[config.mk]
export PLATFORM = sky130hd
export DESIGN_NAME = pmc_power_ctrl
export DESIGN_NICKNAME = d
export VERILOG_FILES = /design/src/verilog/pmc_pkg.sv /design/src/verilog/pmc_power_ctrl.sv /design/src/verilog/pmc_rate_div.sv
export SDC_FILE = /design/constraint.sdc
export NUM_CORES = 1
export LEC_CHECK = 0
export ABC_CLOCK_PERIOD_IN_PS = 7100
export BUFFER_PORTS_ARGS = -buffer_cell sky130_fd_sc_hd__buf_2
export CELL_PAD_IN_SITES_DETAIL_PLACEMENT = 1
export CELL_PAD_IN_SITES_GLOBAL_PLACEMENT = 2
export CORE_ASPECT_RATIO = 2
export CORE_MARGIN = 3
export CORE_UTILIZATION = 30
export CTS_BUF_LIST = sky130_fd_sc_hd__clkbuf_4
export CTS_CLUSTER_SIZE = 30
export DETAILED_ROUTE_END_ITERATION = 10
export HOLD_SLACK_MARGIN = 0.05
export PLACE_DENSITY = 0.64
export SYNTH_ARGS = -nofsm -noshare
export SYNTH_HDL_FRONTEND = slang
export SYNTH_SLANG_ARGS = --single-unit
[constraint.sdc]
create_clock -name clk_sys -period 7.1 [get_ports clk_sys]
set_input_delay 1.775 -clock clk_sys [delete_from_list [all_inputs] [get_ports clk_sys]]
set_output_delay 1.775 -clock clk_sys [all_outputs]
set_load 0.01 [all_outputs]
[src/verilog/pmc_pkg.sv]
// Constants and carrier types for the power mode and clock control block.
// Assumes a single system clock and a simple strobe register port.
//
// Summary of operation
// - Writing one to power control bit 0 enters idle after that write.
// - Idle stops the CPU clock; peripheral clocks keep running.
// - In idle, address latch and program store strobes are high; ports hold.
// - Any enabled interrupt clears idle bit and ends idle.
// - External reset needs eight clocks high (two divide-by-4 machine cycles) at any divide rate; resets idle and state.
// - Watchdog timeout wakes idle; reset follows 512 clocks unless cleared.
// - Divide select bits 7:6 pick 4, 64 or 1024 clocks per machine cycle.
// - Economy peripherals share core rate; in idle they run at clock/4.
// - New divide selection takes effect one instruction cycle after write.
// - Oscillator select bit 3 picks source; bit 2 reports it; one cycle delay.
// - Crystal warm flag set by hardware; crystal select refused while clear.
// - Switchback enable returns core to divide-by-4 on serial or external interrupt acknowledge.
// - Receive start edge or transmit buffer write triggers switchback.
// - Switchback ignores serial interrupt flags.
// - Divide writes ignored during serial activity with switchback enabled.
// - Watchdog, power-on or external reset forces divide-by-4.

package pmc_pkg;

	// ------------------------------------------------------------
	// Register addresses
	// ------------------------------------------------------------
	localparam logic [7:0] PMC_ADDR_POWER_CONTROL_REG   = 8'h87;
	localparam logic [7:0] PMC_ADDR_EXT_INT_FLAG_REG   = 8'h91;
	localparam logic [7:0] PMC_ADDR_PMR    = 8'hc4;
	localparam logic [7:0] PMC_ADDR_STATUS = 8'hc5;

	// ------------------------------------------------------------
	// Field positions
	// ------------------------------------------------------------
	localparam int PMC_IDLE_BIT    = 0;
	localparam int PMC_CD_LO_BIT   = 6;
	localparam int PMC_CD_HI_BIT   = 7;
	localparam int PMC_SWB_BIT     = 5;
	localparam int PMC_CRYSTAL_AMP_DISABLE_BIT   = 3;
	localparam int PMC_OSCSEL_BIT  = 3;
	localparam int PMC_OSCIND_BIT  = 2;
	localparam int PMC_XTWARM_BIT  = 4;

	// ------------------------------------------------------------
	// Divide codes and reset values
	// ------------------------------------------------------------
	localparam logic [1:0] PMC_CD_RSVD  = 2'h0;
	localparam logic [1:0] PMC_CD_DIV4  = 2'h1;
	localparam logic [1:0] PMC_CD_DIV64 = 2'h2;
	localparam logic [1:0] PMC_CD_DIV1K = 2'h3;
	localparam logic [1:0] PMC_CD_RESET = PMC_CD_DIV4;

	localparam int PMC_CLK_DIV4  = 4;
	localparam int PMC_CLK_DIV64 = 64;
	localparam int PMC_CLK_DIV1K = 1024;

	// ------------------------------------------------------------
	// Timing
	// ------------------------------------------------------------
	localparam int PMC_CLK_PERIOD_NS    = 10;
	localparam int PMC_RST_MIN_MC       = 2;
	localparam int PMC_RST_MIN_CLOCKS   = PMC_RST_MIN_MC * PMC_CLK_DIV4;
	localparam int PMC_WDT_RST_CLOCKS   = 512;
	localparam int PMC_XTAL_WARM_CLOCKS = 256;

	// Register port request
	typedef struct packed {
		logic [7:0] addr;
		logic [7:0] wdata;
		logic       wr;
		logic       rd;
	} pmc_req_type;

	// Serial and interrupt events into the block
	typedef struct packed {
		logic rx_start_fall;
		logic rx_enable;
		logic tx_buf_write;
		logic serial_busy;
		logic ext_int_ack;
		logic any_int;
	} pmc_evt_type;

endpackage

[src/verilog/pmc_power_ctrl.sv]
// Idle entry and exit, economy divider, oscillator select, switchback.
// Assumes CPU, interrupt controller and serial port share clk_sys.
`timescale 1ns/1ps

module pmc_power_ctrl
	import pmc_pkg::*;
#(
	parameter int XTAL_WARM_CLOCKS = PMC_XTAL_WARM_CLOCKS
) (
	input  wire logic        clk_sys,
	input  wire logic        sys_rst,
	input  wire logic        ext_rst_pin,
	input  wire logic        wdt_timeout,
	input  wire logic        wdt_clear,
	input  wire logic        wdt_enable,
	input  wire logic        wdt_rst_enable,
	input  wire logic        ext_int_pending,
	input  wire pmc_req_type req,
	input  wire pmc_evt_type evt,
	output logic [7:0]       rdata,
	output logic             cpu_clk_en,
	output logic             periph_tick,
	output logic             core_tick,
	output logic             idle_active,
	output logic             addr_latch_strobe,
	output logic             program_store_strobe,
	output logic             port_hold,
	output logic             core_rst,
	output logic             skip_next_instr,
	output logic             osc_source_indicator,
	output logic             crystal_amp_disable
);

	// ------------------------------------------------------------
	// State
	// ------------------------------------------------------------
	typedef enum logic [1:0] {
		PMC_RUN  = 2'b00,
		PMC_IDLE = 2'b01
	} pmc_mode_type;

	pmc_mode_type mode_q, mode_d;
	logic [1:0]   cd_act_q, cd_act_d;
	logic [1:0]   cd_pend_q, cd_pend_d;
	logic         cd_wait_q, cd_wait_d;
	logic         swb_q, swb_d;
	logic         osc_sel_q, osc_sel_d;
	logic         osc_ind_q, osc_ind_d;
	logic         osc_wait_q, osc_wait_d;
	logic         crystal_amp_disable_q, crystal_amp_disable_d;
	logic         xtwarm_q, xtwarm_d;
	logic [15:0]  warm_cnt_q, warm_cnt_d;
	logic [3:0]   rst_cnt_q, rst_cnt_d;
	logic [9:0]   wdt_cnt_q, wdt_cnt_d;
	logic         wdt_arm_q, wdt_arm_d;
	logic         core_rst_q, core_rst_d;
	logic         skip_q, skip_d;
	logic [7:0]   rdata_q, rdata_d;
	logic         cpu_en_q, cpu_en_d;
	logic         ptick_q, ptick_d;
	logic         ctick_q, ctick_d;
	logic         idle_q, idle_d;
	logic         div_tick;
	logic         div4_tick;
	logic [1:0]   div_code;

	function automatic logic is_wr(input pmc_req_type r,
		input logic [7:0] a);
		is_wr = r.wr && (r.addr == a);
	endfunction

	// ------------------------------------------------------------
	// Machine cycle dividers
	// ------------------------------------------------------------
	assign div_code = cd_act_q;

	pmc_rate_div u_core_div (
		.clk_sys  (clk_sys),
		.sys_rst  (sys_rst),
		.div_code (div_code),
		.tick     (div_tick)
	);

	pmc_rate_div u_idle_div (
		.clk_sys  (clk_sys),
		.sys_rst  (sys_rst),
		.div_code (PMC_CD_DIV4),
		.tick     (div4_tick)
	);

	// ------------------------------------------------------------
	// Next state
	// ------------------------------------------------------------
	always_comb begin
		logic swb_evt;
		logic cd_wr_ok;
		logic [1:0] cd_new;
		logic rst_req;
		swb_evt  = 1'b0;
		cd_wr_ok = 1'b0;
		cd_new   = 2'h0;
		rst_req  = 1'b0;
		mode_d     = mode_q;
		cd_act_d   = cd_act_q;
		cd_pend_d  = cd_pend_q;
		cd_wait_d  = cd_wait_q;
		swb_d      = swb_q;
		osc_sel_d  = osc_sel_q;
		osc_ind_d  = osc_ind_q;
		osc_wait_d = osc_wait_q;
		crystal_amp_disable_d    = crystal_amp_disable_q;
		xtwarm_d   = xtwarm_q;
		warm_cnt_d = warm_cnt_q;
		rst_cnt_d  = rst_cnt_q;
		wdt_cnt_d  = wdt_cnt_q;
		wdt_arm_d  = wdt_arm_q;
		skip_d     = 1'b0;
		rdata_d    = 8'h00;

		if (ext_rst_pin) begin
			if (rst_cnt_q < 4'(PMC_RST_MIN_CLOCKS))
				rst_cnt_d = rst_cnt_q + 4'h1;
		end else begin
			rst_cnt_d = 4'h0;
		end
		rst_req = ext_rst_pin && (rst_cnt_q >= 4'(PMC_RST_MIN_CLOCKS - 1));

		// watchdog reset delay; a new time-out beats a clear unless already armed
		if (wdt_timeout && wdt_rst_enable && !wdt_arm_q) begin
			wdt_arm_d = 1'b1;
			wdt_cnt_d = 10'h000;
		end else if (wdt_clear) begin
			wdt_arm_d = 1'b0;
			wdt_cnt_d = 10'h000;
		end else if (wdt_arm_q) begin
			wdt_cnt_d = wdt_cnt_q + 10'h001;
			if (wdt_cnt_q == 10'(PMC_WDT_RST_CLOCKS - 1))
				rst_req = 1'b1;
		end
		core_rst_d = rst_req;

		if (crystal_amp_disable_q) begin
			warm_cnt_d = 16'h0000;
			xtwarm_d   = 1'b0;
		end else if (!xtwarm_q) begin
			warm_cnt_d = warm_cnt_q + 16'h0001;
			if (warm_cnt_q == 16'(XTAL_WARM_CLOCKS - 1))
				xtwarm_d = 1'b1;
		end

		swb_evt = swb_q && ((evt.rx_start_fall && evt.rx_enable)
			|| evt.tx_buf_write || evt.ext_int_ack);

		cd_new = req.wdata[PMC_CD_HI_BIT:PMC_CD_LO_BIT];
		cd_wr_ok = is_wr(req, PMC_ADDR_PMR)
			&& !(swb_q && evt.serial_busy)
			&& (cd_new != PMC_CD_RSVD);
		if (is_wr(req, PMC_ADDR_PMR))
			swb_d = req.wdata[PMC_SWB_BIT];
		if (cd_wr_ok) begin
			cd_pend_d = cd_new;
			cd_wait_d = 1'b1;
		end else if (cd_wait_q && div_tick) begin
			cd_act_d  = cd_pend_q;
			cd_wait_d = 1'b0;
		end
		if (swb_evt) begin
			cd_act_d  = PMC_CD_DIV4;
			cd_pend_d = PMC_CD_DIV4;
			cd_wait_d = 1'b0;
		end

		if (is_wr(req, PMC_ADDR_EXT_INT_FLAG_REG)) begin
			if (!req.wdata[PMC_OSCSEL_BIT] || xtwarm_q) begin
				osc_sel_d  = req.wdata[PMC_OSCSEL_BIT];
				osc_wait_d = 1'b1;
			end
		end else if (osc_wait_q && div_tick) begin
			osc_ind_d  = osc_sel_q;
			osc_wait_d = 1'b0;
		end
		if (is_wr(req, PMC_ADDR_STATUS))
			crystal_amp_disable_d = req.wdata[PMC_CRYSTAL_AMP_DISABLE_BIT] && !osc_ind_q;

		case (mode_q)
			PMC_RUN: begin
				if (is_wr(req, PMC_ADDR_POWER_CONTROL_REG) && req.wdata[PMC_IDLE_BIT])
					mode_d = PMC_IDLE;
			end
			PMC_IDLE: begin
				if (evt.any_int || ext_int_pending
					|| (wdt_timeout && wdt_enable))
					mode_d = PMC_RUN;
				// reset out of idle skips next instruction
				if (rst_req) begin
					mode_d = PMC_RUN;
					skip_d = 1'b1;
				end
			end
			default: mode_d = PMC_RUN;
		endcase

		// Read port
		if (req.rd) begin
			case (req.addr)
				PMC_ADDR_POWER_CONTROL_REG:
					rdata_d[PMC_IDLE_BIT] = (mode_q == PMC_IDLE);
				PMC_ADDR_PMR: begin
					rdata_d[PMC_CD_HI_BIT:PMC_CD_LO_BIT] = cd_act_q;
					rdata_d[PMC_SWB_BIT] = swb_q;
				end
				PMC_ADDR_EXT_INT_FLAG_REG: begin
					rdata_d[PMC_OSCSEL_BIT] = osc_sel_q;
					rdata_d[PMC_OSCIND_BIT] = osc_ind_q;
				end
				PMC_ADDR_STATUS: begin
					rdata_d[PMC_XTWARM_BIT] = xtwarm_q;
					rdata_d[PMC_CRYSTAL_AMP_DISABLE_BIT]  = crystal_amp_disable_q;
				end
				default: rdata_d = 8'h00;
			endcase
		end

		idle_d   = (mode_d == PMC_IDLE);
		cpu_en_d = !idle_d;
		ptick_d  = idle_d ? div4_tick : div_tick;
		ctick_d  = div_tick && !idle_d;

		if (rst_req) begin
			cd_act_d  = PMC_CD_RESET;
			cd_pend_d = PMC_CD_RESET;
			cd_wait_d = 1'b0;
			swb_d     = 1'b0;
			wdt_arm_d = 1'b0;
			wdt_cnt_d = 10'h000;
		end
	end

	// ------------------------------------------------------------
	// Registers
	// ------------------------------------------------------------
	always_ff @(posedge clk_sys or posedge sys_rst) begin
		if (sys_rst) begin
			mode_q     <= PMC_RUN;
			cd_act_q   <= PMC_CD_RESET;
			cd_pend_q  <= PMC_CD_RESET;
			cd_wait_q  <= 1'b0;
			swb_q      <= 1'b0;
			osc_sel_q  <= 1'b0;
			osc_ind_q  <= 1'b0;
			osc_wait_q <= 1'b0;
			crystal_amp_disable_q    <= 1'b0;
			xtwarm_q   <= 1'b0;
			warm_cnt_q <= 16'h0000;
			rst_cnt_q  <= 4'h0;
			wdt_cnt_q  <= 10'h000;
			wdt_arm_q  <= 1'b0;
			core_rst_q <= 1'b0;
			skip_q     <= 1'b0;
			rdata_q    <= 8'h00;
			cpu_en_q   <= 1'b1;
			ptick_q    <= 1'b0;
			ctick_q    <= 1'b0;
			idle_q     <= 1'b0;
		end else begin
			mode_q     <= mode_d;
			cd_act_q   <= cd_act_d;
			cd_pend_q  <= cd_pend_d;
			cd_wait_q  <= cd_wait_d;
			swb_q      <= swb_d;
			osc_sel_q  <= osc_sel_d;
			osc_ind_q  <= osc_ind_d;
			osc_wait_q <= osc_wait_d;
			crystal_amp_disable_q    <= crystal_amp_disable_d;
			xtwarm_q   <= xtwarm_d;
			warm_cnt_q <= warm_cnt_d;
			rst_cnt_q  <= rst_cnt_d;
			wdt_cnt_q  <= wdt_cnt_d;
			wdt_arm_q  <= wdt_arm_d;
			core_rst_q <= core_rst_d;
			skip_q     <= skip_d;
			rdata_q    <= rdata_d;
			cpu_en_q   <= cpu_en_d;
			ptick_q    <= ptick_d;
			ctick_q    <= ctick_d;
			idle_q     <= idle_d;
		end
	end

	// ------------------------------------------------------------
	// Outputs
	// ------------------------------------------------------------
	assign rdata                = rdata_q;
	assign cpu_clk_en           = cpu_en_q;
	assign periph_tick          = ptick_q;
	assign core_tick            = ctick_q;
	assign idle_active          = idle_q;
	// strobes high and ports held in idle
	assign addr_latch_strobe    = idle_q;
	assign program_store_strobe = idle_q;
	assign port_hold            = idle_q;
	assign core_rst             = core_rst_q;
	assign skip_next_instr      = skip_q;
	assign osc_source_indicator = osc_ind_q;
	assign crystal_amp_disable  = crystal_amp_disable_q;

endmodule // pmc_power_ctrl

[src/verilog/pmc_rate_div.sv]
// Machine cycle divider producing a one-clock tick every N clocks.
// Assumes the divide code is stable between ticks.
`timescale 1ns/1ps

module pmc_rate_div
	import pmc_pkg::*;
(
	input  wire logic       clk_sys,
	input  wire logic       sys_rst,
	input  wire logic [1:0] div_code,
	output logic            tick
);

	logic [9:0] cnt_q;
	logic [9:0] cnt_d;
	logic       tick_q;
	logic       tick_d;

	function automatic logic [9:0] last_count(input logic [1:0] code);
		case (code)
			PMC_CD_DIV64: last_count = 10'(PMC_CLK_DIV64 - 1);
			PMC_CD_DIV1K: last_count = 10'(PMC_CLK_DIV1K - 1);
			default:      last_count = 10'(PMC_CLK_DIV4 - 1);
		endcase
	endfunction

	always_comb begin
		tick_d = 1'b0;
		cnt_d  = cnt_q + 10'h001;
		if (cnt_q >= last_count(div_code)) begin
			cnt_d  = 10'h000;
			tick_d = 1'b1;
		end
	end

	always_ff @(posedge clk_sys or posedge sys_rst) begin
		if (sys_rst) begin
			cnt_q  <= 10'h000;
			tick_q <= 1'b0;
		end else begin
			cnt_q  <= cnt_d;
			tick_q <= tick_d;
		end
	end

	assign tick = tick_q;

endmodule // pmc_rate_div
==> impl_results.md, run 1 <==
- Status: completed
- Syn-to-layout area delta: 14.3%
- Root Buffer: clkbuf_4
- Final setup fails: 0
- Area after DPL: 4120 um^2
- Final hold viol count: 0
- Total wire length: 8.92 mm
- Buffer levels on the longest clock path: 2
- Number of distinct library cells after synthesis: 55
- Worst Hold Class: flip-flop to flip-flop
- EDFF count, synth: 0
- Clock-pin slew on the worst setup and hold paths: 0.11 ns
- Commonest register cell after synthesis: dfrtp_1
- WL per Instance: 15.9 um
- Max frequency: 0.347 GHz
- GRT overflow: 0
- Slew HR: 39.6%
- Ports: 51
- Cells after Synth: 350
- Buffers on Ports: 46
- Met3 Use GR: 2.32%
- Sequential fraction of the synthesis area: 53.2%
- Post-synthesis mux area share: 2.02%
- Vias in the first global route: 2,939
- Setup ws final: 4.22 ns
- ANT nets after route: 0
- Post-CTS Hold Fix Bufs: 0
- Slew Viols, Final: 0
- DP HPWL: 6.83 mm
- Period Utilization, post-route: 40.6%
- Least-Margin Pin Slew: 0.902 ns
- GR Layer Usage met1: 14.9%
- Initial antenna violation count: 1
- Critical path arrival: 3.18 ns
- Final Cell Area: 4250 um^2
- Clk sinks: 79
- WS Path Type: primary input to flip-flop
- Post-Route Skew: 0.0230 ns
- Vias/cell: 4.87
- Die Width: 84.8 um
- Later-pin clock latency in the skew report: 0.42 ns
- Pin count of the biggest net entering global routing: 67
- Detailed Route Iter0 Violations: 63
- Sequential share of power: 55.6%
- Synth Warn #: 0
- Std-Cell Core Area: 12,100 um^2
- Worst-path fanout max: 6
- FFs w/ async S/R, synth: 100%
- Leak: 1.96 nW
- GRT busiest layer: met2
- Residual DRC: 0
- RePlAce Congestion: 0.739
- Clk network pwr share: 26.8%
- Yosys reg bits: 79
- Post-Synth Adder-Cell Area: 4.37%
- Die Height: 164 um
- Post-Synth Simple-Gate Area: 23.2%
- Power Internal: 685 uW
- CTS HTree Levels: 3
- MaxCap Viol Count: 0
- CTS tree: done
- Die ar.: 13,900 um^2
- Fillers: 1,429
- Post-CTS setup buffers: 0
- Comb pwr share: 17.6%
- Commonest non-fill, non-tap cell in the layout: dfrtp_1
- CP Launch Type: primary input
- Starting Density: 30.7%
- P_sw: 309 uW
- PostCTS Resize Cnt: 0
- Synth Area in Compound Gates: 7.03%
- GRT met2 Usage: 25.9%
- Largest family of logic cells by synthesized area: simple AND/OR/NAND/NOR gates
- CP required: 7.40 ns
- Xor/xnor share of the synthesized area: 6.83%
- Most frequent cells in the layout: dfrtp_1 (76), nor2_1 (48), buf_2 (46)
- Setup_tns: 0 ns
- First-pass GRT wire length: 14.8 mm
- Drt pass-1 iters: 4
- DP Worst Slack: 3.80 ns
- VDD IR-drop max: 0.000149 V
- Avg Inst Size Synth: 10.6 um^2
- Unrepaired setup endpoints after global routing: false
- Layout cells sized above 1: 18.4%
- Final net count: 452
- Worst Hold Margin: 0.443 ns
- Rows: 57
- PD cells: 233 nW/um^2
- TritonCTS buffer count: 9
- Tot GR Track Use: 13.8%
- Switching Fraction: 31.1%
- Nature of the critical path endpoint: flip-flop
- Vias post-DR: 2,727
- Mapped Area: 3720 um^2
- Post-layout min period: 2.88 ns
## registers in the layout (all words and copies together), names as in the netlist, 2 cells and up
name              count
rdata                 7
mode_q                2
rst_cnt_q             4
cd_act_q              2
cd_pend_q             2
warm_cnt_q           16
wdt_cnt_q            10
u_core_div.cnt_q     10
u_idle_div.cnt_q     10
## cell families (layout without fill, tap and decap cells)
logic type,count (synthesis),in the layout
fa+ha+maj,13,13
buf+inv,25,78
compound gates,38,38
flops,79,79
simple gates,158,158
xor+xnor,29,29
other cells,1,11
mux,7,7
## worst max-delay path, cell delays in order
cell and delay (ns):
buf_2 0.12, nor4b_4 0.49, and3_1 0.29, and3_1 0.18, mux2_2 0.33
## routing by layer
layer | vias up | routed length, um
li1 | 1319 | -
met1 | 1362 | 3480
met2 | 36 | 5060
met3 | 10 | 247
met4 | 0 | 140
met5 | - | 0
## synth_stat cells, types with 2 or more instances
cell type / n / area (um^2)
a211o_1: 2 / 17.5
a21o_1: 3 / 22.5
a21oi_1: 14 / 70.1
a31o_2: 2 / 17.5
and2_1: 6 / 37.5
and3_1: 6 / 37.5
and4_1: 3 / 26.3
buf_2: 2 / 10.0
buf_4: 4 / 30.0
clkbuf_1: 3 / 11.3
dfrtp_1: 76 / 1900
dfstp_2: 3 / 78.8
ha_1: 13 / 163
inv_1: 14 / 52.6
mux2_2: 3 / 33.8
mux2i_1: 3 / 30.0
nand2_1: 19 / 71.3
nand2b_1: 3 / 18.8
nand3_1: 17 / 85.1
nand4_1: 10 / 62.6
nand4b_1: 2 / 17.5
nor2_1: 48 / 180
nor2b_1: 10 / 62.6
nor3_1: 13 / 65.1
nor3b_1: 3 / 22.5
nor4_1: 5 / 31.3
nor4b_4: 2 / 47.6
o21ai_0: 4 / 20.0
or4_1: 4 / 30.0
xnor2_1: 21 / 184
xor2_1: 8 / 70.1
## metrics by stage
step	util, %	std cells	power (mW)
floorplan	-	359	0.675
global placement	34.0	543	0.733
detailed placement	34.0	543	0.745
CTS	35.1	559	1.02
global route	35.1	560	1.07
finish	35.1	560	0.993
## worst paths after layout
kind | from | end | slack [ns] | cells past startpoint
setup / recovery | req[13] | crystal_amp_disable | 4.22 | 5
hold reg to reg | u_idle_div.cnt_q[0] | u_idle_div.cnt_q[0] | 0.44 | 1
hold / removal | u_idle_div.cnt_q[0] | u_idle_div.cnt_q[0] | 0.44 | 1
min in group asynchronous | sys_rst | rst_cnt_q[2] | 1.25 | 2
max in group asynchronous | sys_rst | warm_cnt_q[10] | 4.71 | 3
setup reg to reg | cd_act_q[0] | u_core_div.cnt_q[9] | 4.76 | 6
## power by group through the flow
stage	logic, mW	clock network (mW)	registers [mW]
6_report	0.175	0.266	0.552
5_1_grt	0.204	0.304	0.560
4_1_cts	0.183	0.283	0.554
3_5_place_dp	0.182	0	0.562
3_3_place_gp	0.173	0	0.559
2_1_floorplan	0.129	0	0.546
## final cells by class
| class | count | area [um^2] | share of cell area, % |
|---|---|---|---|
| inverter | 14 | 53.8 | 1.26 |
| tap | 147 | 184 | 4.32 |
| sequential | 79 | 1980 | 46.6 |
| clock inverter | 5 | 50.0 | 1.18 |
| clock buffer | 11 | 82.6 | 1.94 |
| timing repair buffer | 48 | 245 | 5.76 |
| multi-input combinational | 255 | 1660 | 38.9 |
| antenna | 1 | 2.50 | 0.0588 |
(Power assumes the default switching activity.)
==> run 2: changes to the inputs <==
--- a/config.mk
+++ b/config.mk
@@ -5,7 +5,7 @@
 export SDC_FILE = /design/constraint.sdc
 export NUM_CORES = 1
 export LEC_CHECK = 0
-export ABC_CLOCK_PERIOD_IN_PS = 7100
+export ABC_CLOCK_PERIOD_IN_PS = 2950
 export BUFFER_PORTS_ARGS = -buffer_cell sky130_fd_sc_hd__buf_2
 export CELL_PAD_IN_SITES_DETAIL_PLACEMENT = 1
 export CELL_PAD_IN_SITES_GLOBAL_PLACEMENT = 2
==> constraint.sdc (replaced) <==
create_clock -name clk_sys -period 2.95 [get_ports clk_sys]
set_input_delay 0.7375 -clock clk_sys [delete_from_list [all_inputs] [get_ports clk_sys]]
set_output_delay 0.7375 -clock clk_sys [all_outputs]
set_load 0.01 [all_outputs]
==> run 2 against run 1 <==
  * Wire length is 0.59% higher
  * Design area hardly changed
  * Utilization hardly changed
  * Global-route usage is 0.27 points higher
  * Register-to-register slack worse by 3.7 ns
  * Highest routed layer unchanged
  * Clock skew is 0.0094 ns lower
  * Combinational power grew to 2.5 times the previous value
  * Largest power group unchanged
  * Largest cell class unchanged
  * Sequential share of layout area hardly changed
  * Sequential power is 140% higher
==> impl_results.md, run 2 (synthesis gave the netlist of run 1 again) <==
- Total wire length: 8.98 mm
- Clk network pwr share: 24.2%
- R2r setup slk: 1.03 ns
- Worst Hold Class: primary input to async pin
- Max frequency: 0.507 GHz
- Vias post-DR: 2,738
- Root Buffer: clkbuf_4
- Residual DRC: 0
- Ports: 51
- DP HPWL: 6.88 mm
- Rows: 57
- Worst Hold Margin: 0.276 ns
- Syn-to-layout area delta: 14.3%
- Status: completed
- WL per Instance: 16.0 um
- WS Path Type: flip-flop to output pin
- CP Launch Type: flip-flop
- Switching Fraction: 32.5%
- Worst reg-to-reg path cell count: 7
- Std-Cell Core Area: 12,100 um^2
- Die Width: 84.8 um
- GRT overflow: 0
- Post-Route Skew: 0.0136 ns
- Least-Margin Pin Slew: 0.630 ns
- Setup_tns: 0 ns
- Buffer levels on the longest clock path: 2
- Vias in the first global route: 3,092
- CTS HTree Levels: 3
- Util after Layout: 35.1%
- Initial antenna violation count: 1
- Layout cells sized above 1: 18.6%
- Buffers on Ports: 46
- CTS tree: done
- Final hold viol count: 0
- Post-layout min period: 1.97 ns
- PD cells: 548 nW/um^2
- MaxCap Viol Count: 0
- Nature of the critical path endpoint: output pin
- Slew HR: 57.9%
- TritonCTS buffer count: 9
- Die Height: 164 um
- Placed cell count: 544
- P_sw: 759 uW
- Sequential share of power: 56.9%
- Slew Viols, Final: 0
- RePlAce Congestion: 0.760
- GR Layer Usage met1: 14.5%
- Final Non-Filler Cells: 561
- Die ar.: 13,900 um^2
- First-pass GRT wire length: 15.1 mm
- CP required: 2.21 ns
- Post-CTS Hold Fix Bufs: 0
- PostCTS Resize Cnt: 0
- Commonest non-fill, non-tap cell in the layout: dfrtp_1
- Post-CTS setup buffers: 0
- VDD IR-drop max: 0.000303 V
- Period Utilization, post-route: 66.8%
- Met3 Use GR: 2.57%
- ANT nets after route: 0
- GRT met2 Usage: 26.7%
- Top reg by flops: warm_cnt_q
- Most frequent cells in the layout: dfrtp_1 (76), nor2_1 (48), buf_2 (46)
- Later-pin clock latency in the skew report: 0.43 ns
- Tot GR Track Use: 14.0%
- Vias/cell: 4.88
- GRT busiest layer: met2
- Clock-pin slew on the worst setup and hold paths: 0.13 ns
- Power Internal: 1.57 mW
- Critical path arrival: 1.23 ns
- Unrepaired setup endpoints after global routing: false
- RR Startpoint: cd_act_q[0]
- Largest register FFs: 16
- Clk sinks: 79
- Leak: 1.95 nW
- Tot Pwr: 2.33 mW
- Detailed Route Iter0 Violations: 79
- Final setup fails: 0
- Pin count of the biggest net entering global routing: 56
- Final net count: 453
- Starting Density: 30.7%
- Reg2reg end: u_core_div.cnt_q[9]
- Comb pwr share: 18.9%
- Worst-path fanout max: 22
- Drt pass-1 iters: 4
==> run 2: layout make-up <==
class / count / area (um^2)
timing repair buffer: 49 / 265
fill: 1432 / 7870
multi-input combinational: 255 / 1660
sequential: 79 / 1980
clock inverter: 6 / 36.3
antenna: 1 / 2.50
inverter: 14 / 53.8
clock buffer: 10 / 75.1
tap: 147 / 184
==> run 2: worst max-delay path by stage <==
stage | from | depth (start not counted) | slack, ns | endpoint
after floorplan | sys_rst | 1 | 0.19 | addr_latch_strobe
after global placement | req[14] | 5 | 0.68 | periph_tick
after detailed placement | req[14] | 5 | 0.65 | periph_tick
after CTS | crystal_amp_disable | 2 | 0.92 | crystal_amp_disable
after global routing | cd_act_q[0] | 7 | 0.82 | u_core_div.cnt_q[5]
final | crystal_amp_disable | 2 | 0.98 | crystal_amp_disable
==> run 2: per-stage QoR <==
step | instance area, um^2 | worst slack [ns]
final | 4250 | 0.980
after CTS | 4250 | 0.919
after detailed placement | 4140 | 0.654
after floorplan | 3750 | 0.194
after global placement | 4140 | 0.681
after global routing | 4250 | 0.817
==> run 2: per-layer routing <==
| layer | routed length [um] | part of all wire, % | up-vias |
|---|---|---|---|
| met1 | 3450 | 38 | 1365 |
| li1 | - | - | 1321 |
| met3 | 238 | 2.7 | 13 |
| met5 | 0 | 0 | - |
| met2 | 5070 | 56 | 39 |
| met4 | 216 | 2.4 | 0 |
==> run 2: power by group through the flow <==
| stage | combinational, mW | clock [mW] | sequential (mW) |
|---|---|---|---|
| after global placement | 0.436 | 0 | 1.35 |
| final | 0.440 | 0.564 | 1.33 |
| after floorplan | 0.311 | 0 | 1.31 |
| after detailed placement | 0.457 | 0 | 1.35 |
| after global routing | 0.517 | 0.660 | 1.35 |
| after CTS | 0.461 | 0.604 | 1.33 |
==> run 2: worst max-delay path: stages (launching register included) <==
cell	delay, ns
dfrtp_1	0.36
buf_4	0.26
buf_2	0.18
==> run 3: changes to the inputs <==
--- a/config.mk
+++ b/config.mk
@@ -5,7 +5,8 @@
 export SDC_FILE = /design/constraint.sdc
 export NUM_CORES = 1
 export LEC_CHECK = 0
-export ABC_CLOCK_PERIOD_IN_PS = 2950
+export ABC_AREA = 1
+export ABC_CLOCK_PERIOD_IN_PS = 2000
 export BUFFER_PORTS_ARGS = -buffer_cell sky130_fd_sc_hd__buf_2
 export CELL_PAD_IN_SITES_DETAIL_PLACEMENT = 1
 export CELL_PAD_IN_SITES_GLOBAL_PLACEMENT = 2
@@ -16,7 +17,7 @@
 export CTS_CLUSTER_SIZE = 30
 export DETAILED_ROUTE_END_ITERATION = 10
 export HOLD_SLACK_MARGIN = 0.05
-export PLACE_DENSITY = 0.64
+export PLACE_DENSITY = 0.69
 export SYNTH_ARGS = -nofsm -noshare
 export SYNTH_HDL_FRONTEND = slang
 export SYNTH_SLANG_ARGS = --single-unit
==> constraint.sdc (replaced) <==
create_clock -name clk_sys -period 2 [get_ports clk_sys]
set_input_delay 0.5 -clock clk_sys [delete_from_list [all_inputs] [get_ports clk_sys]]
set_output_delay 0.5 -clock clk_sys [all_outputs]
set_load 0.01 [all_outputs]
==> run 3 against run 2 <==
  * Power up 42%
  * Die area is 3.7% higher
  * Global-route usage down 0.057 points
  * Via count increased by 17%
==> impl_results.md, run 3 <==
- Unrepaired setup endpoints after global routing: false
- Sequential fraction of the synthesis area: 51.2%
- Later-pin clock latency in the skew report: 0.44 ns
- Mapped Area: 3870 um^2
- Placed cell count: 663
- GRT overflow: 0
- Critical-path top delay cell: dfstp_2
- Pin count of the biggest net entering global routing: 80
- Comb pwr share: 16.1%
- R2r setup slk: 0.21 ns
- Ports: 51
- First-pass GRT wire length: 15.9 mm
- CP Depth: 9
- Dominant cell type by area after synthesis: dfrtp_1
- Die Width: 86.3 um
- CP Capture Point: u_core_div.cnt_q[1]
- Die ar.: 14,400 um^2
- Post-CTS Hold Fix Bufs: 0
- List of most frequent post-synthesis cells: nand2_1 (103), dfrtp_1 (76), nor2_1 (72), inv_1 (58), nand3_1 (41)
- Root Buffer: clkbuf_4
- Layout cells sized above 1: 15.7%
- Top reg by flops: warm_cnt_q
- Sequential share of power: 54.4%
- Commonest register cell after synthesis: dfrtp_1
- Ranking of synthesized cells by area: dfrtp_1 (49%), nand2_1 (10%), nor2_1 (7.0%)
- Syn-to-layout area delta: 14.9%
- Final net count: 569
- ANT nets after route: 0
- Switching Fraction: 29.1%
- Initial antenna violation count: 1
- FFs w/ async S/R, synth: 100%
- P_sw: 964 uW
- Buffers and inverters on the worst path: 2
- Drt pass-1 iters: 4
- Worst Hold Class: primary input to async pin
- Vias in the first global route: 3,412
- Yosys reg bits: 79
- Share of the synthesized area in the top cell type: 49.2%
- Area after DPL: 4300 um^2
- Residual DRC: 0
- WL per Instance: 13.6 um
- Final hold viol count: 0
- Largest register FFs: 16
- Post-layout min period: 1.79 ns
- Avg Inst Size Synth: 8.37 um^2
- Std-Cell Core Area: 12,600 um^2
- Vias/cell: 4.71
- WS Path Type: flip-flop to flip-flop
- PostCTS Resize Cnt: 0
- Reg2reg end: u_core_div.cnt_q[1]
- Worst-path fanout max: 6
- Final Cell Area: 4440 um^2
- Clk network pwr share: 29.5%
- VDD IR-drop max: 0.000234 V
- Synth Warn #: 0
- Slowest stage delay, CP: 0.56 ns
- Post-CTS setup buffers: 0
- Leak: 2.26 nW
- Setup ws final: 0.208 ns
- Worst Hold Margin: 0.133 ns
- Slew Viols, Final: 0
- CP required: 2.39 ns
- Buffers on Ports: 46
- PD cells: 746 nW/um^2
- Final setup fails: 0
- Vias post-DR: 3,196
- EDFF count, synth: 0
- Power Internal: 2.35 mW
- Number of distinct library cells after synthesis: 32
- Util after Layout: 35.2%
- MaxCap Viol Count: 0
- Tot GR Track Use: 14.0%
- Worst reg-to-reg path cell count: 9
- Critical path arrival: 2.18 ns
- Total wire length: 9.26 mm
- Cells after Synth: 462
- DP Worst Slack: 0.140 ns
- Most frequent cells in the layout: nand2_1 (103), dfrtp_1 (76), nor2_1 (72)
- Final Non-Filler Cells: 679
- TritonCTS buffer count: 9
- RR Startpoint: cd_act_q[0]
- Status: completed
- Rows: 58
- Period Utilization, post-route: 89.6%
- CP Launch Type: flip-flop
- Cell Chain, Critical Path: nand2_1, ha_1, nand2_1, inv_1, nor2_1, o21a_1, nand3_2, buf_4, nor2_1
- DP HPWL: 7.06 mm
- Max frequency: 0.558 GHz
- Worst setup path startpoint: cd_act_q[0]
- Post-Route Skew: 0.0189 ns
- Die Height: 167 um
- Starting Density: 30.6%
- Setup_tns: 0 ns
- Tot Pwr: 3.32 mW
- Most common cell in the synthesized netlist: nand2_1
- Nature of the critical path endpoint: flip-flop
- CTS HTree Levels: 3
- Crit-path leading delay family: flip-flops
- CTS tree: done
- Commonest non-fill, non-tap cell in the layout: nand2_1
- RePlAce Congestion: 0.748
- Clock-pin slew on the worst setup and hold paths: 0.13 ns
- Detailed Route Iter0 Violations: 79
- Buffer levels on the longest clock path: 2
- Clk sinks: 79
-- run 3: power by group through the flow --
stage                     Clock [mW]  Combinational, mW  Sequential [mW]
final                          0.979              0.532             1.80
after CTS                       1.03              0.541             1.81
after detailed placement           0              0.538             1.84
after floorplan                    0              0.341             1.81
after global routing            1.08              0.621             1.82
after global placement             0              0.525             1.83
-- run 3: worst min path at each step --
stage	from	end	slack (ns)	cells past startpoint
global route	sys_rst	u_core_div.cnt_q[2]	0.13	3
global placement	u_idle_div.cnt_q[0]	u_idle_div.cnt_q[0]	0.42	1
detailed placement	u_idle_div.cnt_q[0]	u_idle_div.cnt_q[0]	0.44	1
floorplan	u_idle_div.cnt_q[0]	u_idle_div.cnt_q[0]	0.41	1
CTS	sys_rst	u_core_div.cnt_q[8]	0.14	3
finish	sys_rst	u_core_div.cnt_q[2]	0.13	3
-- run 3: kinds of logic after synthesis --
logic type / synth area share, %
fa+ha+maj: 4.21
buf+inv: 7.31
flops: 51.2
simple gates: 29.7
compound gates: 4.69
xor+xnor: 2.72
other cells: 0.0970
-- run 3: cell type report --
cell class / instances / area (um^2)
clock inverters: 2 / 33.8
diodes: 1 / 2.50
repair buffers: 50 / 273
well taps: 150 / 188
clock buffers: 13 / 97.6
inverters: 59 / 225
multi-input cells: 325 / 1640
fillers: 1562 / 8190
flip-flops and latches: 79 / 1980
-- run 3: per-layer routing --
metal	vias up	track usage, %	share of wire, %
met2	43	25.1	55
met3	12	3.07	3.7
met4	0	6.11	2.0
met1	1562	15.4	40
li1	1579	-	-
met5	-	0	0
-- run 3: tightest hold or removal path, stage by stage --
cell and delay, ns:
buf_2 0.11, clkinvlp_4 0.07, buf_12 0.34
